<file path="src/bts_pkg.sv">
// Shared constants, register map and types for the battery test sequencer
package bts_pkg;
  // Widths
  localparam int ADDR_W = 8;
  localparam int DATA_W = 32;
  localparam int LVL_W  = 16;
  localparam int MEAS_W = 16;
  localparam int TIME_W = 19;
  localparam int ACC_W  = 44;
  localparam int MODE_W = 2;
  localparam int MODE_N = 4;
  localparam int LVL_N  = 8;
  // Clock and tick timing
  localparam int CLK_PERIOD_NS = 10;
  localparam int TICK_PERIOD_S = 1;
  localparam int TICK_CYCLES   = TICK_PERIOD_S * 1_000_000_000 / CLK_PERIOD_NS;
  // Elapsed time span in hours, counted in seconds
  localparam int TIME_SPAN_H = 100;
  localparam logic [TIME_W-1:0] TIME_MAX = TIME_W'(TIME_SPAN_H * 3600);
  // Capacity bound in units; accumulators count milli-units times milliseconds
  localparam longint ACC_CAP_UNITS = 1000;
  localparam logic [ACC_W-1:0] ACC_MAX = ACC_W'(ACC_CAP_UNITS * 64'd3600 * 64'd1_000_000);
  // Level ranges: fine is narrow with full resolution, coarse is wide
  localparam logic [LVL_W-1:0] FINE_MIN    = 16'h0000;
  localparam logic [LVL_W-1:0] FINE_MAX    = 16'h0FFF;
  localparam logic [LVL_W-1:0] COARSE_MIN  = 16'h0010;
  localparam logic [LVL_W-1:0] COARSE_MAX  = 16'hFFF0;
  localparam logic [LVL_W-1:0] COARSE_MASK = 16'hFFF0;
  localparam logic             RANGE_FINE  = 1'b0;
  // Reset values of thresholds
  localparam logic [LVL_W-1:0] CUTOFF_RST  = 16'h0000;
  localparam logic [LVL_W-1:0] DROPOUT_RST = 16'h0000;
  // Register byte offsets
  localparam logic [ADDR_W-1:0] REG_MODE    = 8'h00;
  localparam logic [ADDR_W-1:0] REG_RANGE   = 8'h04;
  localparam logic [ADDR_W-1:0] REG_ACTSEL  = 8'h08;
  localparam logic [ADDR_W-1:0] REG_LEVEL_A = 8'h0C;
  localparam logic [ADDR_W-1:0] REG_LEVEL_B = 8'h10;
  localparam logic [ADDR_W-1:0] REG_CUTOFF  = 8'h14;
  localparam logic [ADDR_W-1:0] REG_DROPOUT = 8'h18;
  localparam logic [ADDR_W-1:0] REG_CMD     = 8'h1C;
  localparam logic [ADDR_W-1:0] REG_STATUS  = 8'h20;
  localparam logic [ADDR_W-1:0] REG_TIME    = 8'h24;
  localparam logic [ADDR_W-1:0] REG_WH_LO   = 8'h28;
  localparam logic [ADDR_W-1:0] REG_WH_HI   = 8'h2C;
  localparam logic [ADDR_W-1:0] REG_AH_LO   = 8'h30;
  localparam logic [ADDR_W-1:0] REG_AH_HI   = 8'h34;
  localparam logic [ADDR_W-1:0] REG_IRQ_ST  = 8'h38;
  localparam logic [ADDR_W-1:0] REG_IRQ_EN  = 8'h3C;
  localparam logic [ADDR_W-1:0] REG_IRQ_CLR = 8'h40;
  localparam logic [ADDR_W-1:0] REG_EDIT    = 8'h44;
  // Command register bits
  localparam int CMD_RUN    = 0;
  localparam int CMD_STOP   = 1;
  localparam int CMD_CLEAR  = 2;
  localparam int CMD_IN_ON  = 3;
  localparam int CMD_IN_OFF = 4;
  // Interrupt status bits
  localparam int IRQ_CUTOFF = 0;
  localparam int IRQ_SAT    = 1;
  localparam int IRQ_TFULL  = 2;
  localparam int IRQ_REFUSE = 3;
  localparam int IRQ_N      = 4;
  // Load operating modes and test states
  typedef enum logic [MODE_W-1:0] {
    fixed_current_mode, fixed_power_mode, fixed_resistance_mode, fixed_voltage_mode
  } bts_mode_t;
  typedef enum logic [1:0] {ST_IDLE, ST_RUN, ST_PAUSE, ST_CUTOFF} bts_state_t;
endpackage : bts_pkg

</file>
<file path="src/bts_acc_if.sv">
// Carrier between the sequencer core and one capacity accumulator
`timescale 1ns/1ps
interface bts_acc_if import bts_pkg::*; ();
  logic             clr;    // Clear to zero
  logic             en;     // Add inc this cycle
  logic [ACC_W-1:0] inc;    // Scaled sample
  logic [ACC_W-1:0] value;  // Present total
  logic             sat;    // Total sits at its bound
  modport core (output clr, output en, output inc, input value, input sat);
  modport acc  (input clr, input en, input inc, output value, output sat);
endinterface : bts_acc_if

</file>
<file path="src/bts_accum.sv">
// Saturating capacity accumulator
`timescale 1ns/1ps
module bts_accum import bts_pkg::*; (
  input  wire logic sys_clk,
  input  wire logic rst_b,
  bts_acc_if.acc    acc
);
  logic [ACC_W-1:0] value_r;    // Running total
  logic [ACC_W-1:0] value_nxt;  // Next total
  logic [ACC_W:0]   sum_w;      // Extra bit so a wrap cannot hide an overflow

  assign sum_w     = {1'b0, value_r} + {1'b0, acc.inc};
  assign value_nxt = acc.clr ? '0 :
                     !acc.en ? value_r :
                     (sum_w >= {1'b0, ACC_MAX}) ? ACC_MAX : sum_w[ACC_W-1:0];
  assign acc.value = value_r;
  assign acc.sat   = (value_r == ACC_MAX);

  // Total register
  always_ff @(posedge sys_clk or negedge rst_b) begin
    if (!rst_b) begin
      value_r <= '0;
    end else begin
      value_r <= value_nxt;
    end
  end
endmodule : bts_accum

</file>
<file path="src/bts_tick.sv">
// Restartable one-second tick generator
`timescale 1ns/1ps
module bts_tick import bts_pkg::*; #(
  parameter int unsigned CYCLES = TICK_CYCLES  // At least 2
) (
  input  wire logic sys_clk,
  input  wire logic rst_b,
  input  wire logic restart,
  output logic      tick
);
  localparam int CW = $clog2(CYCLES);
  localparam logic [CW-1:0] LAST = CW'(CYCLES - 1);
  logic [CW-1:0] cnt_r;   // Cycle count within the second
  logic          tick_r;  // One-cycle tick
  wire           wrap_w = (cnt_r == LAST);

  // Counter restarts with a clear, so the first second counts from the clear, not from the run
  always_ff @(posedge sys_clk or negedge rst_b) begin
    if (!rst_b) begin
      cnt_r  <= '0;
      tick_r <= 1'b0;
    end else begin
      cnt_r  <= (restart || wrap_w) ? '0 : cnt_r + 1'b1;
      tick_r <= wrap_w && !restart;
    end
  end
  assign tick = tick_r;
endmodule : bts_tick

</file>
<file path="src/bts_seq.sv">
// Battery discharge test sequencer: register slave, levels, cut-off and capacity
// Behaviour
// - Test refused in fixed voltage mode
// - Watt-hour and amp-hour totals saturate at 1000
// - Two level ranges, one in fixed power
// - Applying a range disables load input
// - Coarser range drops low level bits
// - Out-of-range levels clamp to range bounds
// - Each mode keeps its own level pair
// - Show last edited level; allow activating it
// - Below cut-off voltage disables load input
// - Run enables input, starts timer and totals
// - Timer counts seconds up to 100 hours
// - Stop disables input, freezes timer and totals
// - Run after stop resumes from frozen values
// - Reset clears timer and both totals
// - Cut-off during run ends and freezes test
// - No conduction below dropout except in fixed voltage mode, not latched
`timescale 1ns/1ps
module bts_seq import bts_pkg::*; #(
  parameter int unsigned TICK_CYC  = TICK_CYCLES,  // Cycles per second tick
  parameter int unsigned SAMPLE_MS = 1             // Measurement sample interval
) (
  input  wire logic              sys_clk,
  input  wire logic              rst_b,
  input  wire logic [ADDR_W-1:0] reg_addr,
  input  wire logic [DATA_W-1:0] reg_wdata,
  input  wire logic              reg_wr,
  input  wire logic              reg_rd,
  output logic      [DATA_W-1:0] reg_rdata,
  input  wire logic [LVL_W-1:0]  vsense_pin,
  input  wire logic              meas_valid,
  input  wire logic [MEAS_W-1:0] meas_power,
  input  wire logic [MEAS_W-1:0] meas_current,
  output logic                   load_en,
  output logic                   conduct,
  output logic      [LVL_W-1:0]  level_out,
  output logic                   irq
);
  // Software state
  bts_mode_t         mode_r;        // Selected load mode
  logic [MODE_N-1:0] range_r;       // Range per mode, 1 = coarse
  logic [MODE_N-1:0] act_r;         // Active level per mode, 1 = B
  logic [MODE_N-1:0] edit_r;        // Last edited level per mode, 1 = B
  logic [LVL_W-1:0]  lvl_r [LVL_N]; // Level pairs, index {mode, level}
  logic [LVL_W-1:0]  cutoff_r;      // Cut-off threshold
  logic [LVL_W-1:0]  dropout_r;     // Dropout threshold
  logic [IRQ_N-1:0]  irq_st_r;      // Sticky event bits
  logic [IRQ_N-1:0]  irq_en_r;      // Interrupt enables
  // Block state
  bts_state_t        state_r;       // Test sequence state
  bts_state_t        state_nxt;
  logic              load_en_r;     // Load input enable
  logic              load_en_nxt;
  logic              conduct_r;     // Power stage conducting
  logic [LVL_W-1:0]  level_r;       // Demand presented to the power stage
  logic [TIME_W-1:0] time_r;        // Elapsed seconds
  logic [TIME_W-1:0] time_nxt;
  logic [LVL_W-1:0]  vs_meta_r;     // Sense synchroniser, first stage
  logic [LVL_W-1:0]  vs_sync_r;     // Sense synchroniser, second stage
  logic [DATA_W-1:0] rdata_r;       // Read data, valid one cycle
  logic [DATA_W-1:0] rd_mux_w;      // Selected read value
  logic              wh_sat_d_r;    // Saturation seen last cycle
  logic              ah_sat_d_r;
  logic              tick_w;        // One-second tick

  bts_acc_if wh_if ();
  bts_acc_if ah_if ();

  // Write decode
  wire wr_mode  = reg_wr && (reg_addr == REG_MODE);
  wire wr_range = reg_wr && (reg_addr == REG_RANGE);
  wire wr_act   = reg_wr && (reg_addr == REG_ACTSEL);
  wire wr_lvla  = reg_wr && (reg_addr == REG_LEVEL_A);
  wire wr_lvlb  = reg_wr && (reg_addr == REG_LEVEL_B);
  wire wr_cut   = reg_wr && (reg_addr == REG_CUTOFF);
  wire wr_drop  = reg_wr && (reg_addr == REG_DROPOUT);
  wire wr_cmd   = reg_wr && (reg_addr == REG_CMD);
  wire wr_ien   = reg_wr && (reg_addr == REG_IRQ_EN);
  wire wr_iclr  = reg_wr && (reg_addr == REG_IRQ_CLR);
  wire wr_lvl   = wr_lvla || wr_lvlb;

  // Command decode
  wire cmd_run    = wr_cmd && reg_wdata[CMD_RUN];
  wire cmd_stop   = wr_cmd && reg_wdata[CMD_STOP];
  wire cmd_clear  = wr_cmd && reg_wdata[CMD_CLEAR];
  wire cmd_in_on  = wr_cmd && reg_wdata[CMD_IN_ON];
  wire cmd_in_off = wr_cmd && reg_wdata[CMD_IN_OFF];
  wire is_volt    = (mode_r == fixed_voltage_mode);
  wire refuse     = cmd_run && is_volt;
  wire run_ok     = cmd_run && !is_volt;

  // Range apply: fixed power has one range, so writes there are ignored
  wire rng_new    = reg_wdata[0];
  wire rng_apply  = wr_range && (mode_r != fixed_power_mode);
  wire act_now    = act_r[mode_r];

  // Threshold compares on the synchronised sense voltage
  wire below_cut  = (vs_sync_r < cutoff_r);
  wire below_drop = (vs_sync_r < dropout_r);
  wire running    = (state_r == ST_RUN);
  wire trip       = below_cut && running;
  wire time_full  = (time_r == TIME_MAX);

  // Trims a value to the target range: coarse drops low bits, then clamp
  function automatic logic [LVL_W-1:0] fit_level(input logic [LVL_W-1:0] v,
                                                 input logic rng);
    logic [LVL_W-1:0] t;
    logic [LVL_W-1:0] lo;
    logic [LVL_W-1:0] hi;
    t  = rng ? (v & COARSE_MASK) : v;
    lo = rng ? COARSE_MIN : FINE_MIN;
    hi = rng ? COARSE_MAX : FINE_MAX;
    return (t > hi) ? hi : ((t < lo) ? lo : t);
  endfunction : fit_level

  // Sense synchroniser: the pin is asynchronous to sys_clk
  always_ff @(posedge sys_clk or negedge rst_b) begin
    if (!rst_b) begin
      vs_meta_r <= '0;
      vs_sync_r <= '0;
    end else begin
      vs_meta_r <= vsense_pin;
      vs_sync_r <= vs_meta_r;
    end
  end

  // Mode, thresholds and enables; mode is locked while a test runs
  always_ff @(posedge sys_clk or negedge rst_b) begin
    if (!rst_b) begin
      mode_r    <= fixed_current_mode;
      cutoff_r  <= CUTOFF_RST;
      dropout_r <= DROPOUT_RST;
      irq_en_r  <= '0;
    end else begin
      if (wr_mode && !running) mode_r <= bts_mode_t'(reg_wdata[MODE_W-1:0]);
      if (wr_cut)  cutoff_r  <= reg_wdata[LVL_W-1:0];
      if (wr_drop) dropout_r <= reg_wdata[LVL_W-1:0];
      if (wr_ien)  irq_en_r  <= reg_wdata[IRQ_N-1:0];
    end
  end

  // Per-mode range, active level and last edited level
  always_ff @(posedge sys_clk or negedge rst_b) begin
    if (!rst_b) begin
      range_r <= '0;
      act_r   <= '0;
      edit_r  <= '0;
    end else begin
      if (rng_apply) range_r[mode_r] <= rng_new;
      if (wr_act)    act_r[mode_r]   <= reg_wdata[0];
      if (wr_lvl)    edit_r[mode_r]  <= wr_lvlb;
    end
  end

  // Level storage: one register per mode and level so mode changes keep pairs
  for (genvar gi = 0; gi < LVL_N; gi++) begin : g_lvl
    localparam logic [MODE_W-1:0] GM = MODE_W'(gi / 2);
    localparam logic              GL = 1'(gi % 2);
    wire own = (mode_r == bts_mode_t'(GM));
    always_ff @(posedge sys_clk or negedge rst_b) begin
      if (!rst_b) begin
        lvl_r[gi] <= FINE_MIN;
      end else if (own && rng_apply) begin
        lvl_r[gi] <= fit_level(lvl_r[gi], rng_new);
      end else if (own && wr_lvl && (wr_lvlb == GL)) begin
        lvl_r[gi] <= fit_level(reg_wdata[LVL_W-1:0], range_r[GM]);
      end
    end
  end

  // Test sequence; cut-off wins over every command in the same cycle
  always_comb begin
    state_nxt = state_r;
    unique case (state_r)
      ST_RUN: begin
        if (trip) begin
          state_nxt = ST_CUTOFF;
        end else if (cmd_stop || rng_apply || cmd_in_off) begin
          state_nxt = ST_PAUSE;
        end
      end
      ST_CUTOFF: begin
        if (run_ok) begin
          state_nxt = ST_RUN;
        end else if (cmd_clear) begin
          state_nxt = ST_IDLE;
        end
      end
      ST_IDLE, ST_PAUSE: begin
        if (run_ok) begin
          state_nxt = ST_RUN;
        end
      end
    endcase
  end

  // Load input enable: every way of turning it off beats turning it on; the
  // cut-off gate is unconditional so a run or input-on cannot slip one cycle in
  assign load_en_nxt = below_cut                ? 1'b0 :
                       rng_apply                ? 1'b0 :
                       (cmd_stop || cmd_in_off) ? 1'b0 :
                       (run_ok || cmd_in_on)    ? 1'b1 :
                       load_en_r;

  // Elapsed time: clear first, then count ticks while running, stop at the cap
  assign time_nxt = cmd_clear ? '0 :
                    (running && tick_w && !time_full) ? time_r + 1'b1 :
                    time_r;

  // Sequencer registers
  always_ff @(posedge sys_clk or negedge rst_b) begin
    if (!rst_b) begin
      state_r   <= ST_IDLE;
      load_en_r <= 1'b0;
      time_r    <= '0;
    end else begin
      state_r   <= state_nxt;
      load_en_r <= load_en_nxt;
      time_r    <= time_nxt;
    end
  end

  // Power stage drive; dropout is a live gate, not a latch, and has no meaning
  // in fixed voltage mode
  always_ff @(posedge sys_clk or negedge rst_b) begin
    if (!rst_b) begin
      conduct_r <= 1'b0;
      level_r   <= FINE_MIN;
    end else begin
      conduct_r <= load_en_r && (is_volt || !below_drop);
      level_r   <= lvl_r[{mode_r, act_now}];
    end
  end

  // Capacity accumulators: each sample adds reading times interval
  assign wh_if.clr = cmd_clear;
  assign ah_if.clr = cmd_clear;
  assign wh_if.en  = running && meas_valid;
  assign ah_if.en  = running && meas_valid;
  assign wh_if.inc = ACC_W'(meas_power) * ACC_W'(SAMPLE_MS);
  assign ah_if.inc = ACC_W'(meas_current) * ACC_W'(SAMPLE_MS);

  bts_accum u_wh (
    .sys_clk (sys_clk),
    .rst_b   (rst_b),
    .acc     (wh_if.acc)
  );

  bts_accum u_ah (
    .sys_clk (sys_clk),
    .rst_b   (rst_b),
    .acc     (ah_if.acc)
  );

  bts_tick #(
    .CYCLES (TICK_CYC)
  ) u_tick (
    .sys_clk (sys_clk),
    .rst_b   (rst_b),
    .restart (cmd_clear),
    .tick    (tick_w)
  );

  // Interrupt events; a new event in the clear cycle survives the clear
  wire sat_ev = (wh_if.sat && !wh_sat_d_r) || (ah_if.sat && !ah_sat_d_r);
  wire [IRQ_N-1:0] irq_ev = {refuse,
                             running && tick_w && (time_nxt == TIME_MAX) && !time_full,
                             sat_ev,
                             trip};
  wire [IRQ_N-1:0] irq_clr = wr_iclr ? reg_wdata[IRQ_N-1:0] : '0;

  // Sticky status and saturation edge history
  always_ff @(posedge sys_clk or negedge rst_b) begin
    if (!rst_b) begin
      irq_st_r   <= '0;
      wh_sat_d_r <= 1'b0;
      ah_sat_d_r <= 1'b0;
    end else begin
      irq_st_r   <= (irq_st_r & ~irq_clr) | irq_ev;
      wh_sat_d_r <= wh_if.sat;
      ah_sat_d_r <= ah_if.sat;
    end
  end

  // Read selection; the edit register shows the level edited last
  wire [7:0] status_w = {below_cut, edit_r[mode_r], act_now, range_r[mode_r],
                         conduct_r, load_en_r, state_r};
  assign rd_mux_w =
    (reg_addr == REG_MODE)    ? DATA_W'(mode_r) :
    (reg_addr == REG_RANGE)   ? DATA_W'(range_r[mode_r]) :
    (reg_addr == REG_ACTSEL)  ? DATA_W'(act_now) :
    (reg_addr == REG_LEVEL_A) ? DATA_W'(lvl_r[{mode_r, 1'b0}]) :
    (reg_addr == REG_LEVEL_B) ? DATA_W'(lvl_r[{mode_r, 1'b1}]) :
    (reg_addr == REG_CUTOFF)  ? DATA_W'(cutoff_r) :
    (reg_addr == REG_DROPOUT) ? DATA_W'(dropout_r) :
    (reg_addr == REG_STATUS)  ? DATA_W'(status_w) :
    (reg_addr == REG_TIME)    ? DATA_W'(time_r) :
    (reg_addr == REG_WH_LO)   ? wh_if.value[DATA_W-1:0] :
    (reg_addr == REG_WH_HI)   ? DATA_W'(wh_if.value[ACC_W-1:DATA_W]) :
    (reg_addr == REG_AH_LO)   ? ah_if.value[DATA_W-1:0] :
    (reg_addr == REG_AH_HI)   ? DATA_W'(ah_if.value[ACC_W-1:DATA_W]) :
    (reg_addr == REG_IRQ_ST)  ? DATA_W'(irq_st_r) :
    (reg_addr == REG_IRQ_EN)  ? DATA_W'(irq_en_r) :
    (reg_addr == REG_EDIT)    ? DATA_W'(lvl_r[{mode_r, edit_r[mode_r]}]) :
    '0;

  // Read data stand only in the cycle after the strobe
  always_ff @(posedge sys_clk or negedge rst_b) begin
    if (!rst_b) begin
      rdata_r <= '0;
    end else begin
      rdata_r <= reg_rd ? rd_mux_w : '0;
    end
  end

  // Outputs
  assign reg_rdata = rdata_r;
  assign load_en   = load_en_r;
  assign conduct   = conduct_r;
  assign level_out = level_r;
  assign irq       = |(irq_st_r & irq_en_r);
endmodule : bts_seq

</file>
<file path="config.mk">
export PLATFORM = sky130hd
export DESIGN_NAME = bts_seq
export DESIGN_NICKNAME = d
export VERILOG_FILES = /design/src/bts_pkg.sv /design/src/bts_acc_if.sv /design/src/bts_accum.sv /design/src/bts_tick.sv /design/src/bts_seq.sv
export SDC_FILE = /design/constraint.sdc
export NUM_CORES = 1
export LEC_CHECK = 0
export BUFFER_PORTS_ARGS = -buffer_cell sky130_fd_sc_hd__buf_2
export CAP_MARGIN = 20
export CELL_PAD_IN_SITES_DETAIL_PLACEMENT = 0
export CELL_PAD_IN_SITES_GLOBAL_PLACEMENT = 1
export CORE_UTILIZATION = 48
export DETAILED_ROUTE_END_ITERATION = 6
export GPL_TIMING_DRIVEN = 0
export HOLD_SLACK_MARGIN = 0.1
export PLACE_DENSITY = 0.78
export SLEW_MARGIN = 15
export SYNTH_ARGS = -nofsm -noshare
export SYNTH_HDL_FRONTEND = slang
export SYNTH_SLANG_ARGS = --single-unit
</file>
<file path="constraint.sdc">
create_clock -name sys_clk -period 4.1 [get_ports sys_clk]
set_input_delay 0.205 -clock sys_clk [delete_from_list [all_inputs] [get_ports sys_clk]]
set_output_delay 0.205 -clock sys_clk [all_outputs]
set_load 0.05 [all_outputs]
</file>
==> summary.md <==
| Metric | Value |
|---|---|
| RSZ-0062 raised after global routing | `yes` |
| Area Overhead vs Synth | `18.0%` |
| VDD IR-drop max | `0.356 mV` |
| Clock sinks | `403` |
| Number of core rows | `83` |
| Io pins | `144` |
| RR Endpoint | `u_wh.acc.value[39]` |
| Vias in the first global route | `22900` |
| Hold path start | `meas_current[2]` |
| Final Hold Vio Count | `0` |
| P per Cell Area | `420 nW/um2` |
| Worst Hold Class | `input pin to flop` |
| Mapped Cells | `2680` |
| Leakage | `12.7 nW` |
| Worst EP required | `4.61 ns` |
| Mapped Nets | `2880` |
| Setup ws final | `0.0338 ns` |
| CTS tree | `built` |
| Share of layout cells above drive strength 1 | `0.189` |
| Drt initial violations | `2046` |
| Core area | `51700 um2` |
| R2R Setup Slk | `0.03 ns` |
| WL/cell | `26.4 um` |
| Area contributors post-synth | `dfrtp_1 40%, mux4_2 6.0%, ha_1 5.2%` |
| GRT overflow | `0` |
| Final nets | `3110` |
| Hold Slack | `0.0984 ns` |
| # port buffers | `124` |
| H-tree Lvls | `2` |
| Fmax | `0.246 GHz` |
| Largest net degree at the start of global routing | `104` |
| Setup TNS | `0 ns` |
| CP startpoint kind | `flop` |
| Arrival time at the worst endpoint | `4.58 ns` |
| Synth area leader | `dfrtp_1` |
| Setup CP Type | `flop to flop` |
| Max FO, Critical Path | `6` |
| Residual DRC count | `0` |
| Synth top area share | `0.399` |
| Num CTS Buffers | `47` |
| Routed via count | `23600` |
| Drt first pass iters | `5` |
| Synthesized area | `25300 um2` |
| Tcrit/Tclk final | `0.992` |
| DIE HEIGHT | `232 um` |
| WHS Endpoint | `u_ah.acc.value[2]` |
| Routed Antenna Nets | `0` |
| Initial antenna violation count | `1` |
| Number of max-cap violations | `0` |
| Initial Util | `0.489` |
| Critical path origin | `u_wh.acc.value[13]` |
| Die ar. | `53600 um2` |
| Tot GR Track Use | `0.356` |
| Slew @ Worst Pin | `1.08 ns` |
| YS warnings | `0` |
| Tmin final | `4.07 ns` |
| CTS Root Cell | `clkbuf_16` |
| Synth unique cells | `94` |
| Slew HR | `0.279` |
| Status | `completed` |
| Final count of negative-setup-slack endpoints | `0` |
| Worst skew pair latency | `0.61 ns` |
| Clk_skew | `0.0249 ns` |
| Hold path cells | `4` |
| Reg2reg start | `u_wh.acc.value[13]` |
| Vias per inst | `6.50` |
| Max-slew violations | `0` |
| HPWL after DPL | `72300 um` |
| Yosys reg bits | `403` |
| Routability cong. | `0.951` |
| Design Power | `12.6 mW` |
| First-pass GRT wire length | `144000 um` |
| Worst Setup End Kind | `flop` |
| Syn avg cell area | `9.44 um2` |
| Final wirelength | `95700 um` |
| Clock slew at reported path FFs | `0.06 ns` |
| Placement Setup Slack | `-0.838 ns` |
| Ys flop type | `dfrtp_1` |
| Die Wd | `232 um` |
| CTS max path bufs | `3` |
| Asr flop ratio synth | `1.00` |
| Number of enable flip-flop cells after synthesis | `0` |
| R2R depth | `14` |
| Seq/Total Area, Yosys | `0.399` |
==> sequential cells by signal, summed over array words and instances, names as in the netlist, 19 cells and up <==
register,count
lvl_r,128
u_ah.acc.value,44
time_r,19
u_tick.cnt_r,27
u_wh.acc.value,44
reg_rdata,32
==> cell usage after synthesis (10+ instances only) <==
library cell and n:
dfrtp_1 403, nand2_1 267, nor2_1 253, o21ai_0 206, a21oi_1 177, clkbuf_1 124, ha_1 105, nand3_1 76
mux4_2 67, nand4_1 66, inv_1 58, mux2_2 52, xor2_1 52, a21o_1 49, nor3_1 48, xnor2_1 45
a22oi_1 40, nor4_1 37, o211ai_1 36, mux2i_1 35, and3_1 33, and2_1 25, a31oi_1 23, nor2b_1 23
o22a_1 21, a211oi_1 18, a221oi_1 17, buf_1 17, buf_2 15, nand2b_1 15, o31ai_2 15, or4_1 15
o22ai_1 14, a211oi_2 13, or3_1 13, a2111oi_0 12, o41ai_1 12, nor4b_1 11, o21ai_1 11, a32o_1 10
o221ai_1 10, or2_2 10
==> worst max path at each step <==
stage | cells past startpoint | end
final | 14 | u_wh.acc.value[39]
after global routing | 14 | u_wh.acc.value[39]
after CTS | 16 | u_ah.acc.value[29]
after detailed placement | 11 | time_r[11]
after global placement | 1 | cutoff_r[8]
after floorplan | 14 | u_ah.acc.value[29]
==> cell families (layout without fill, tap and decap cells) <==
logic type | count (synthesis) | in the layout | synth area share
fa+ha+maj | 107 | 107 | 0.0535
flops | 403 | 403 | 0.399
mux | 154 | 154 | 0.0966
simple gates | 929 | 929 | 0.178
buf+inv | 224 | 492 | 0.0363
other cells | 0 | 1 | 0
xor+xnor | 97 | 97 | 0.0336
compound gates | 766 | 766 | 0.203
==> through the flow <==
stage,util,area (um2),std cells
floorplan,-,25300,2680
detailed placement,0.520,26900,3488
CTS,0.564,29200,3603
global route,0.577,29900,3628
global placement,0.518,26800,3484
finish,0.577,29900,3629
==> layout by cell type, fill, tap and decap left out, types with 36 or more instances in the layout <==
cell       count
dfrtp_1      389
nand2_1      265
nor2_1       251
o21ai_0      200
a21oi_1      171
buf_2        132
clkbuf_1     122
ha_1          89
nand3_1       75
mux4_2        67
nand4_1       66
inv_1         58
xor2_1        52
mux2_2        52
a21o_1        49
clkbuf_16     48
buf_4         45
nor3_1        43
xnor2_1       42
a22oi_1       39
o211ai_1      36
==> power breakdown <==
part           total, mW  switching [mW]  internal, mW
logic               3.01            1.78          1.23
clock network       4.80            1.84          2.96
registers           4.75           0.492          4.26
total               12.6            4.11          8.45
==> critical path, cell delays in order (launching register included) <==
cell	delay, ns
dfrtp_1	0.48
ha_2	0.44
nand4_1	0.24
buf_4	0.23
nor2_1	0.17
o21ai_4	0.13
buf_4	0.17
a2111oi_4	0.36
nand4_1	0.18
a21oi_2	0.20
o21ai_1	0.11
o311a_4	0.44
buf_2	0.20
or4_1	0.51
a21oi_1	0.13
==> per-layer routing <==
metal,global-route usage,part of all wire
met5,0,0.00014
met3,0.0642,0.073
met1,0.458,0.40
met4,0.184,0.057
met2,0.573,0.47
==> cell type report <==
type | count | area, um2
Clock inverter | 22 | 410
Multi-Input combinational cell | 2053 | 14900
Inverter | 58 | 218
Fill cell | 4585 | 21900
Timing Repair Buffer | 187 | 1260
Tap cell | 680 | 851
Clock buffer | 65 | 1360
Antenna cell | 1 | 2.50
Sequential cell | 403 | 10100
Buffer | 160 | 741
==> repair_timing <==
action                                  CTS  global route
hold buffers                             20             0
endpoints found under the hold margin   248             0
pin swaps                                11            25
gates cloned                              0             1
setup buffers                            10            28
gates resized for setup                  57           112
endpoints found under the setup margin  112           133
Power figures use the tool's default switching activity.
